[src/hw/ledseq_cfg.svh]
// Timing and width constants for the LED driver start-up sequencer
`ifndef LEDSEQ_CFG_SVH
`define LEDSEQ_CFG_SVH
`define LEDSEQ_CLK_HZ 100000000
`define LEDSEQ_RESET_US 256
`define LEDSEQ_SS_MS 128
`define LEDSEQ_BLANK_MS 256
`define LEDSEQ_SHDN_MS 32
`define LEDSEQ_RESET_CYC ((`LEDSEQ_RESET_US * (`LEDSEQ_CLK_HZ / 1000000)))
`define LEDSEQ_SS_CYC ((`LEDSEQ_SS_MS * (`LEDSEQ_CLK_HZ / 1000)))
`define LEDSEQ_BLANK_CYC ((`LEDSEQ_BLANK_MS * (`LEDSEQ_CLK_HZ / 1000)))
`define LEDSEQ_SHDN_CYC ((`LEDSEQ_SHDN_MS * (`LEDSEQ_CLK_HZ / 1000)))
`define LEDSEQ_CNT_W 32
`define LEDSEQ_NCH 4
`endif

[src/hw/ledseq_pkg.sv]
// Types for the LED driver start-up sequencer
package ledseq_pkg;
   typedef enum logic [5:0] {
      LEDSEQ_OFF   = 6'h01,
      LEDSEQ_CHECK = 6'h02,
      LEDSEQ_SOFT  = 6'h04,
      LEDSEQ_BLANK = 6'h08,
      LEDSEQ_RUN   = 6'h10,
      LEDSEQ_FAULT = 6'h20
   } ledseq_state_t;
endpackage

[src/hw/ledseq_top.sv]
// Start-up, channel check, soft-start, blanking and protection sequencer
//
// Summary of operation
// - Start-up begins only with the enable input high and the supply above lockout.
// - Right after start-up a 256 us window checks which of the four channels are connected.
// - In that window a sense input below 0.4 V marks the channel used, above marks it unused.
// - After the check every unused channel keeps its gate drive off for good.
// - After the check soft-start holds the feedback output at its fixed 3.3 V level for 128 ms.
// - After soft-start the feedback output is released to headroom regulation.
// - Protection stays off until a 256 ms blanking period after soft-start has passed.
// - With protection armed an open or shorted string switches the channel drivers off.
// - A protection event turns on the open-drain fault pull-down; the outside adds a pull-up.
// - Open and short protection are off through soft-start and until blanking ends.
`timescale 1ns/1ps
`default_nettype none
`include "ledseq_cfg.svh"
module ledseq_top #(
   parameter int NCH = `LEDSEQ_NCH,
   parameter int RESET_CYC = `LEDSEQ_RESET_CYC,
   parameter int SS_CYC = `LEDSEQ_SS_CYC,
   parameter int BLANK_CYC = `LEDSEQ_BLANK_CYC,
   parameter int SHDN_CYC = `LEDSEQ_SHDN_CYC
) (
   // Clock and reset
   input wire logic sys_clk,
   input wire logic rst_b,
   // Enable and supply
   input wire logic enable_dim,
   input wire logic supply_ok,
   // Channel sense comparators, high when sense is below 0.4 V
   input wire logic [NCH-1:0] sense_below_ref,
   // Protection detectors
   input wire logic [NCH-1:0] open_string_protection,
   input wire logic short_string_protection,
   // Channel gate enables
   output logic [NCH-1:0] channel_gate_drive,
   // Feedback control: high holds the fixed 3.3 V level
   output logic fb_hold_fixed,
   output logic fb_regulate,
   // Open-drain fault pin
   output logic fault_oe,
   output logic fault_out,
   // Status
   output logic [NCH-1:0] channel_used,
   output logic active
);
   import ledseq_pkg::*;

   // Elaboration check of parameters
   if (NCH < 1 || RESET_CYC < 1 || SS_CYC < 1 || BLANK_CYC < 1 || SHDN_CYC < 1) begin : g_chk
      $error("ledseq_top: counts and channel number must be positive");
   end

   ledseq_state_t state_q;
   ledseq_state_t state_d;
   logic [`LEDSEQ_CNT_W-1:0] tmr_q;
   logic [`LEDSEQ_CNT_W-1:0] shdn_q;
   logic [NCH-1:0] used_q;
   logic fault_ev;
   logic tmr_done;
   logic shdn_done;
   logic powered;

   // Phase timer end and shutdown end
   assign tmr_done = (state_q == LEDSEQ_CHECK) ? (tmr_q == `LEDSEQ_CNT_W'(RESET_CYC - 1)) :
                     (state_q == LEDSEQ_SOFT) ? (tmr_q == `LEDSEQ_CNT_W'(SS_CYC - 1)) :
                     (tmr_q == `LEDSEQ_CNT_W'(BLANK_CYC - 1));
   assign shdn_done = !enable_dim && (shdn_q == `LEDSEQ_CNT_W'(SHDN_CYC - 1));
   assign powered = (state_q != LEDSEQ_OFF);
   assign fault_ev = (|(open_string_protection & used_q)) || short_string_protection;

   // Next-state logic
   always_comb begin
      state_d = state_q;
      unique case (state_q)
         LEDSEQ_OFF: begin
            if (enable_dim && supply_ok) begin
               state_d = LEDSEQ_CHECK;
            end
         end
         LEDSEQ_CHECK: begin
            if (tmr_done) begin
               state_d = LEDSEQ_SOFT;
            end
         end
         LEDSEQ_SOFT: begin
            if (tmr_done) begin
               state_d = LEDSEQ_BLANK;
            end
         end
         LEDSEQ_BLANK: begin
            if (tmr_done) begin
               state_d = LEDSEQ_RUN;
            end
         end
         LEDSEQ_RUN: begin
            if (fault_ev) begin
               state_d = LEDSEQ_FAULT;
            end
         end
         LEDSEQ_FAULT: begin
            state_d = LEDSEQ_FAULT;
         end
      endcase
      // Shutdown after delay or on lockout
      if (powered && (shdn_done || !supply_ok)) begin
         state_d = LEDSEQ_OFF;
      end
   end

   // State register
   always_ff @(posedge sys_clk) begin
      if (!rst_b) begin
         state_q <= LEDSEQ_OFF;
      end else begin
         state_q <= state_d;
      end
   end

   // Phase timer, cleared on every phase change
   always_ff @(posedge sys_clk) begin
      if (!rst_b || state_d != state_q) begin
         tmr_q <= '0;
      end else if (state_q inside {LEDSEQ_CHECK, LEDSEQ_SOFT, LEDSEQ_BLANK}) begin
         tmr_q <= tmr_q + 1'b1;
      end
   end

   // Shutdown delay counter, low pulses shorter than SHDN_CYC cycles do not restart phases
   always_ff @(posedge sys_clk) begin
      if (!rst_b || enable_dim || !powered) begin
         shdn_q <= '0;
      end else if (!shdn_done) begin
         shdn_q <= shdn_q + 1'b1;
      end
   end

   // Channel classification during the check window
   always_ff @(posedge sys_clk) begin
      if (!rst_b) begin
         used_q <= '0;
      end else if (state_q == LEDSEQ_CHECK) begin
         used_q <= sense_below_ref;
      end
   end

   // Gate drive, feedback and status outputs
   always_ff @(posedge sys_clk) begin
      if (!rst_b) begin
         channel_gate_drive <= '0;
         fb_hold_fixed <= 1'b0;
         fb_regulate <= 1'b0;
         channel_used <= '0;
         active <= 1'b0;
      end else begin
         // Unused channels stay off; gated by enable
         channel_gate_drive <= (state_d inside {LEDSEQ_SOFT, LEDSEQ_BLANK, LEDSEQ_RUN} &&
                                enable_dim) ? used_q : '0;
         fb_hold_fixed <= (state_d == LEDSEQ_CHECK) || (state_d == LEDSEQ_SOFT);
         fb_regulate <= state_d inside {LEDSEQ_BLANK, LEDSEQ_RUN, LEDSEQ_FAULT};
         channel_used <= used_q;
         active <= (state_d != LEDSEQ_OFF);
      end
   end

   // Open-drain fault pull-down, held until shutdown
   always_ff @(posedge sys_clk) begin
      if (!rst_b) begin
         fault_oe <= 1'b0;
         fault_out <= 1'b0;
      end else begin
         fault_oe <= (state_d == LEDSEQ_FAULT);
         fault_out <= 1'b0;
      end
   end
endmodule
`default_nettype wire

[config.mk]
export PLATFORM = sky130hd
export DESIGN_NAME = ledseq_top
export DESIGN_NICKNAME = d
export VERILOG_FILES = /design/src/hw/ledseq_pkg.sv /design/src/hw/ledseq_top.sv
export VERILOG_INCLUDE_DIRS = /design/src /design/src/hw
export SDC_FILE = /design/constraint.sdc
export NUM_CORES = 1
export LEC_CHECK = 0
export BUFFER_PORTS_ARGS = -buffer_cell sky130_fd_sc_hd__buf_2
export CAP_MARGIN = 0
export CORE_MARGIN = 1
export CORE_UTILIZATION = 55
export CTS_BUF_LIST = sky130_fd_sc_hd__clkbuf_4
export DETAILED_ROUTE_END_ITERATION = 10
export PLACE_DENSITY_LB_ADDON = 0.15
export SYNTH_ARGS = -nofsm -noshare
export SYNTH_HDL_FRONTEND = slang
export SYNTH_SLANG_ARGS = --single-unit
export TNS_END_PERCENT = 50
[constraint.sdc]
create_clock -name sys_clk -period 4 [get_ports sys_clk]
set_input_delay 0.2 -clock sys_clk [delete_from_list [all_inputs] [get_ports sys_clk]]
set_output_delay 0.2 -clock sys_clk [all_outputs]
set_load 0.005 [all_outputs]
==> results_dict.tcl <==
set metrics [dict create \
    powerDensity_mw_per_mm2 316 \
    clockPowerShare_pct 35.0 \
    clk_pin_slew_ps 140 \
    io_buffers 24 \
    ys_seq_elements 86 \
    design.core.area_mm2 0.00737 \
    yosys_warnings 0 \
    h-tree-depth 3 \
    worstSetupPathType "flip-flop to flip-flop" \
    drc 0 \
    synth.avg_cell_area_um2 8.73 \
    synth_fp_nets 502 \
    grt_overflow 0 \
    fillerInstances 682 \
    final_nets 528 \
    path_cells "nor4_1 > nand2_1 > and4_1 > and2_1 > a221o_2 > and4_4 > o311ai_4 > buf_4 > nor2_1" \
    drtIter0Drc 151 \
    via_per_inst 5.56 \
    wire_per_inst_um 13.7 \
    gp_congestion 0.905 \
    die_area_mm2 0.00809 \
    combPwrFrac_pct 5.4 \
    area_delta_synth_final_pct 8.21 \
    switchingPower_w 0.000362 \
    drt.antenna.violating_nets 0 \
    outcome "completed" \
    grt_start_max_net_pins 33 \
    rsz0062_at_grt "false" \
    ys_seq_area_share_pct 40.5 \
    clock_sinks 86 \
    p_leak_nw 1.56 \
    rrSetupSlack_ps 720 \
    seq_power_share_pct 59.7 \
    fin_crit_sh_pct 81.9 \
    antenna_found_initial 0 \
    setup_viol 0 \
    layout-drive-gt1-share_pct 17.2 \
    chipWidth_um 89.9 \
    cap_violations 0 \
    cts_buffer_depth 2 \
    cts_root_buf "clkbuf_4" \
    postPlaceCellArea_mm2 0.00442 \
    maxSlewViolCount 0 \
    worstPathRequired_ps 4320 \
    switching_share_pct 24.9 \
    io_pins 26 \
    place_hpwl_um 5890 \
    ys.flop_type "dfxtp_1" \
    finish.utilization_pct 62.4 \
    skew_ps 11.3 \
    crit_path_end_kind "flip-flop" \
    worstPathArrival_ps 3590 \
    tightestPinTransition_ps 787 \
    grt_pass1_wl_um 14500 \
    cp_max_fo 32 \
    vdd_drop_max_uv 168 \
    die_y_um 89.9 \
    post_cts_resized 0 \
    min-delay-start "rst_b" \
    slew_headroom_pct 47.1 \
    critPathTopFamily "simple AND/OR/NAND/NOR gates" \
    max_freq_mhz 305 \
    syn_area_mm2 0.00425 \
    clkLatencyLatePin_ps 430 \
    period_needed_ps 3280 \
    finalWirelength_um 8450 \
    p_int_w 0.00109 \
    synthArstFlopShare_pct 0 \
    firstDrtPassIters 4 \
    cts_setup_buffers 0 \
    netlist_instances 487 \
    holdBufCountCts 4 \
    synth.distinct_cells 59 \
    max_stage_delay_ps 460 \
    antenna_cells 0 \
    cp_slowest_cell "dfxtp_1" \
    cts-buffers-inserted 9 \
    dr_total_vias 3430 \
    cp-startpoint "state_q[3]" \
    grt_pass1_vias 3194 \
    setup_tns_ps 0 \
    track_usage_pct 22.1 \
    cts_tree "yes" \
    synth_edf_count 0 \
    hp-class "primary input to flip-flop" \
    reg2reg_from "state_q[3]" \
    hold_viol 0 \
    cp-start-kind "flip-flop" \
    start_util_pct 57.7 \
    design_area_mm2 0.00460 \
    rows 31 \
    critPathBufInv 1 \
]
==> cell usage after synthesis, types with 3 or more instances <==
library cell,n,area (µm²)
dfxtp_1,86,1720
nand3_1,35,175
o31ai_1,3,22.5
nor4_1,11,68.8
nor2_2,30,188
nand4_1,10,62.6
a21boi_0,5,37.5
nand3b_1,4,30.0
nor2_1,50,188
and3_1,14,87.6
or3_1,8,50.1
a22oi_1,4,30.0
nor3_1,9,45.0
and4_1,7,61.3
xor2_1,44,385
and2_1,12,75.1
nand2_1,45,169
buf_2,4,20.0
inv_1,5,18.8
o21ai_0,9,45.0
buf_6,5,56.3
nor2b_1,5,31.3
a21oi_1,12,60.1
xnor2_1,17,149
nand2b_1,4,25.0
clkbuf_1,7,26.3
==> cell families after synthesis <==
group | synth area share, %
other | 0.0882
adder cells (fa/ha/maj) | 0.588
buffers and inverters | 3.21
flip-flops | 40.5
multiplexers | 0.471
AND/OR/NAND/NOR | 33.6
AO/OA/AOI/OAI | 8.95
XOR/XNOR | 12.6
==> layout make-up <==
type / count / area (µm²) / area share, %
repair buffers: 33 / 198 / 4.30
flip-flops and latches: 86 / 1720 / 37.4
inverters: 5 / 18.8 / 0.408
clock inverters: 6 / 70.1 / 1.52
clock buffers: 10 / 75.1 / 1.63
multi-input cells: 378 / 2390 / 52.0
well taps: 99 / 124 / 2.69
==> through the flow <==
stage          power (W)  worst slack [ps]  std cells  hold WS, ps
2_1_floorplan   0.000946              1210        487          345
3_3_place_gp    0.000961               751        597          457
3_5_place_dp    0.000960               747        597          464
4_1_cts          0.00147               732        617         80.7
5_1_grt          0.00152               523        617         89.4
6_report         0.00145               724        617          109
==> power by group through the flow <==
stage          registers (W)  logic [W]  clock network, W
2_1_floorplan       0.000883  0.0000630                 0
3_3_place_gp        0.000886  0.0000747                 0
3_5_place_dp        0.000886  0.0000744                 0
4_1_cts             0.000867  0.0000781          0.000529
5_1_grt             0.000869  0.0000847          0.000567
6_report            0.000867  0.0000780          0.000508
==> sequential cells by signal (all words and copies together), names as in the netlist, 4 cells and up <==
signal,count
tmr_q,32
used_q,4
channel_used,4
state_q,6
channel_gate_drive,4
shdn_q,32
==> placed cells by master (no fill, tap or decap), types with 2 or more instances in the layout <==
| cell | instances |
|---|---|
| dfxtp_1 | 86 |
| nor2_1 | 50 |
| nand2_1 | 45 |
| xor2_1 | 44 |
| nand3_1 | 35 |
| nor2_2 | 30 |
| buf_2 | 24 |
| xnor2_1 | 17 |
| and3_1 | 14 |
| a21oi_1 | 12 |
| and2_1 | 12 |
| nor4_1 | 11 |
| nand4_1 | 10 |
| clkbuf_4 | 10 |
| nor3_1 | 9 |
| o21ai_0 | 9 |
| or3_1 | 8 |
| and4_1 | 7 |
| inv_1 | 5 |
| nor2b_1 | 5 |
| a21boi_0 | 5 |
| buf_4 | 5 |
| nand3b_1 | 4 |
| nand2b_1 | 4 |
| a22oi_1 | 4 |
| dlygate4sd3_1 | 4 |
| o31ai_1 | 3 |
| clkinvlp_4 | 3 |
| nor4bb_1 | 2 |
| or4_4 | 2 |
| mux2i_1 | 2 |
| nor4_2 | 2 |
| or4_1 | 2 |
| a31oi_1 | 2 |
| and3b_1 | 2 |
| ha_1 | 2 |
| inv_6 | 2 |
==> metal layers <==
| layer | routed length, µm | global-route usage, % | part of all wire, % | vias to the layer above |
|---|---|---|---|---|
| li1 | - | - | - | 1747 |
| met1 | 4110 | 29.2 | 49 | 1609 |
| met2 | 3890 | 34.9 | 46 | 61 |
| met3 | 303 | 4.65 | 3.6 | 13 |
| met4 | 144 | 9.68 | 1.7 | 0 |
| met5 | 0 | 0 | 0 | - |
==> final timing paths <==
check / cells past startpoint / to
worst min-delay path: 2 / active
worst max-delay path: 9 / tmr_q[31]
worst min register to register: 2 / used_q[2]
worst max register to register: 9 / tmr_q[31]
(Power assumes the default switching activity.)
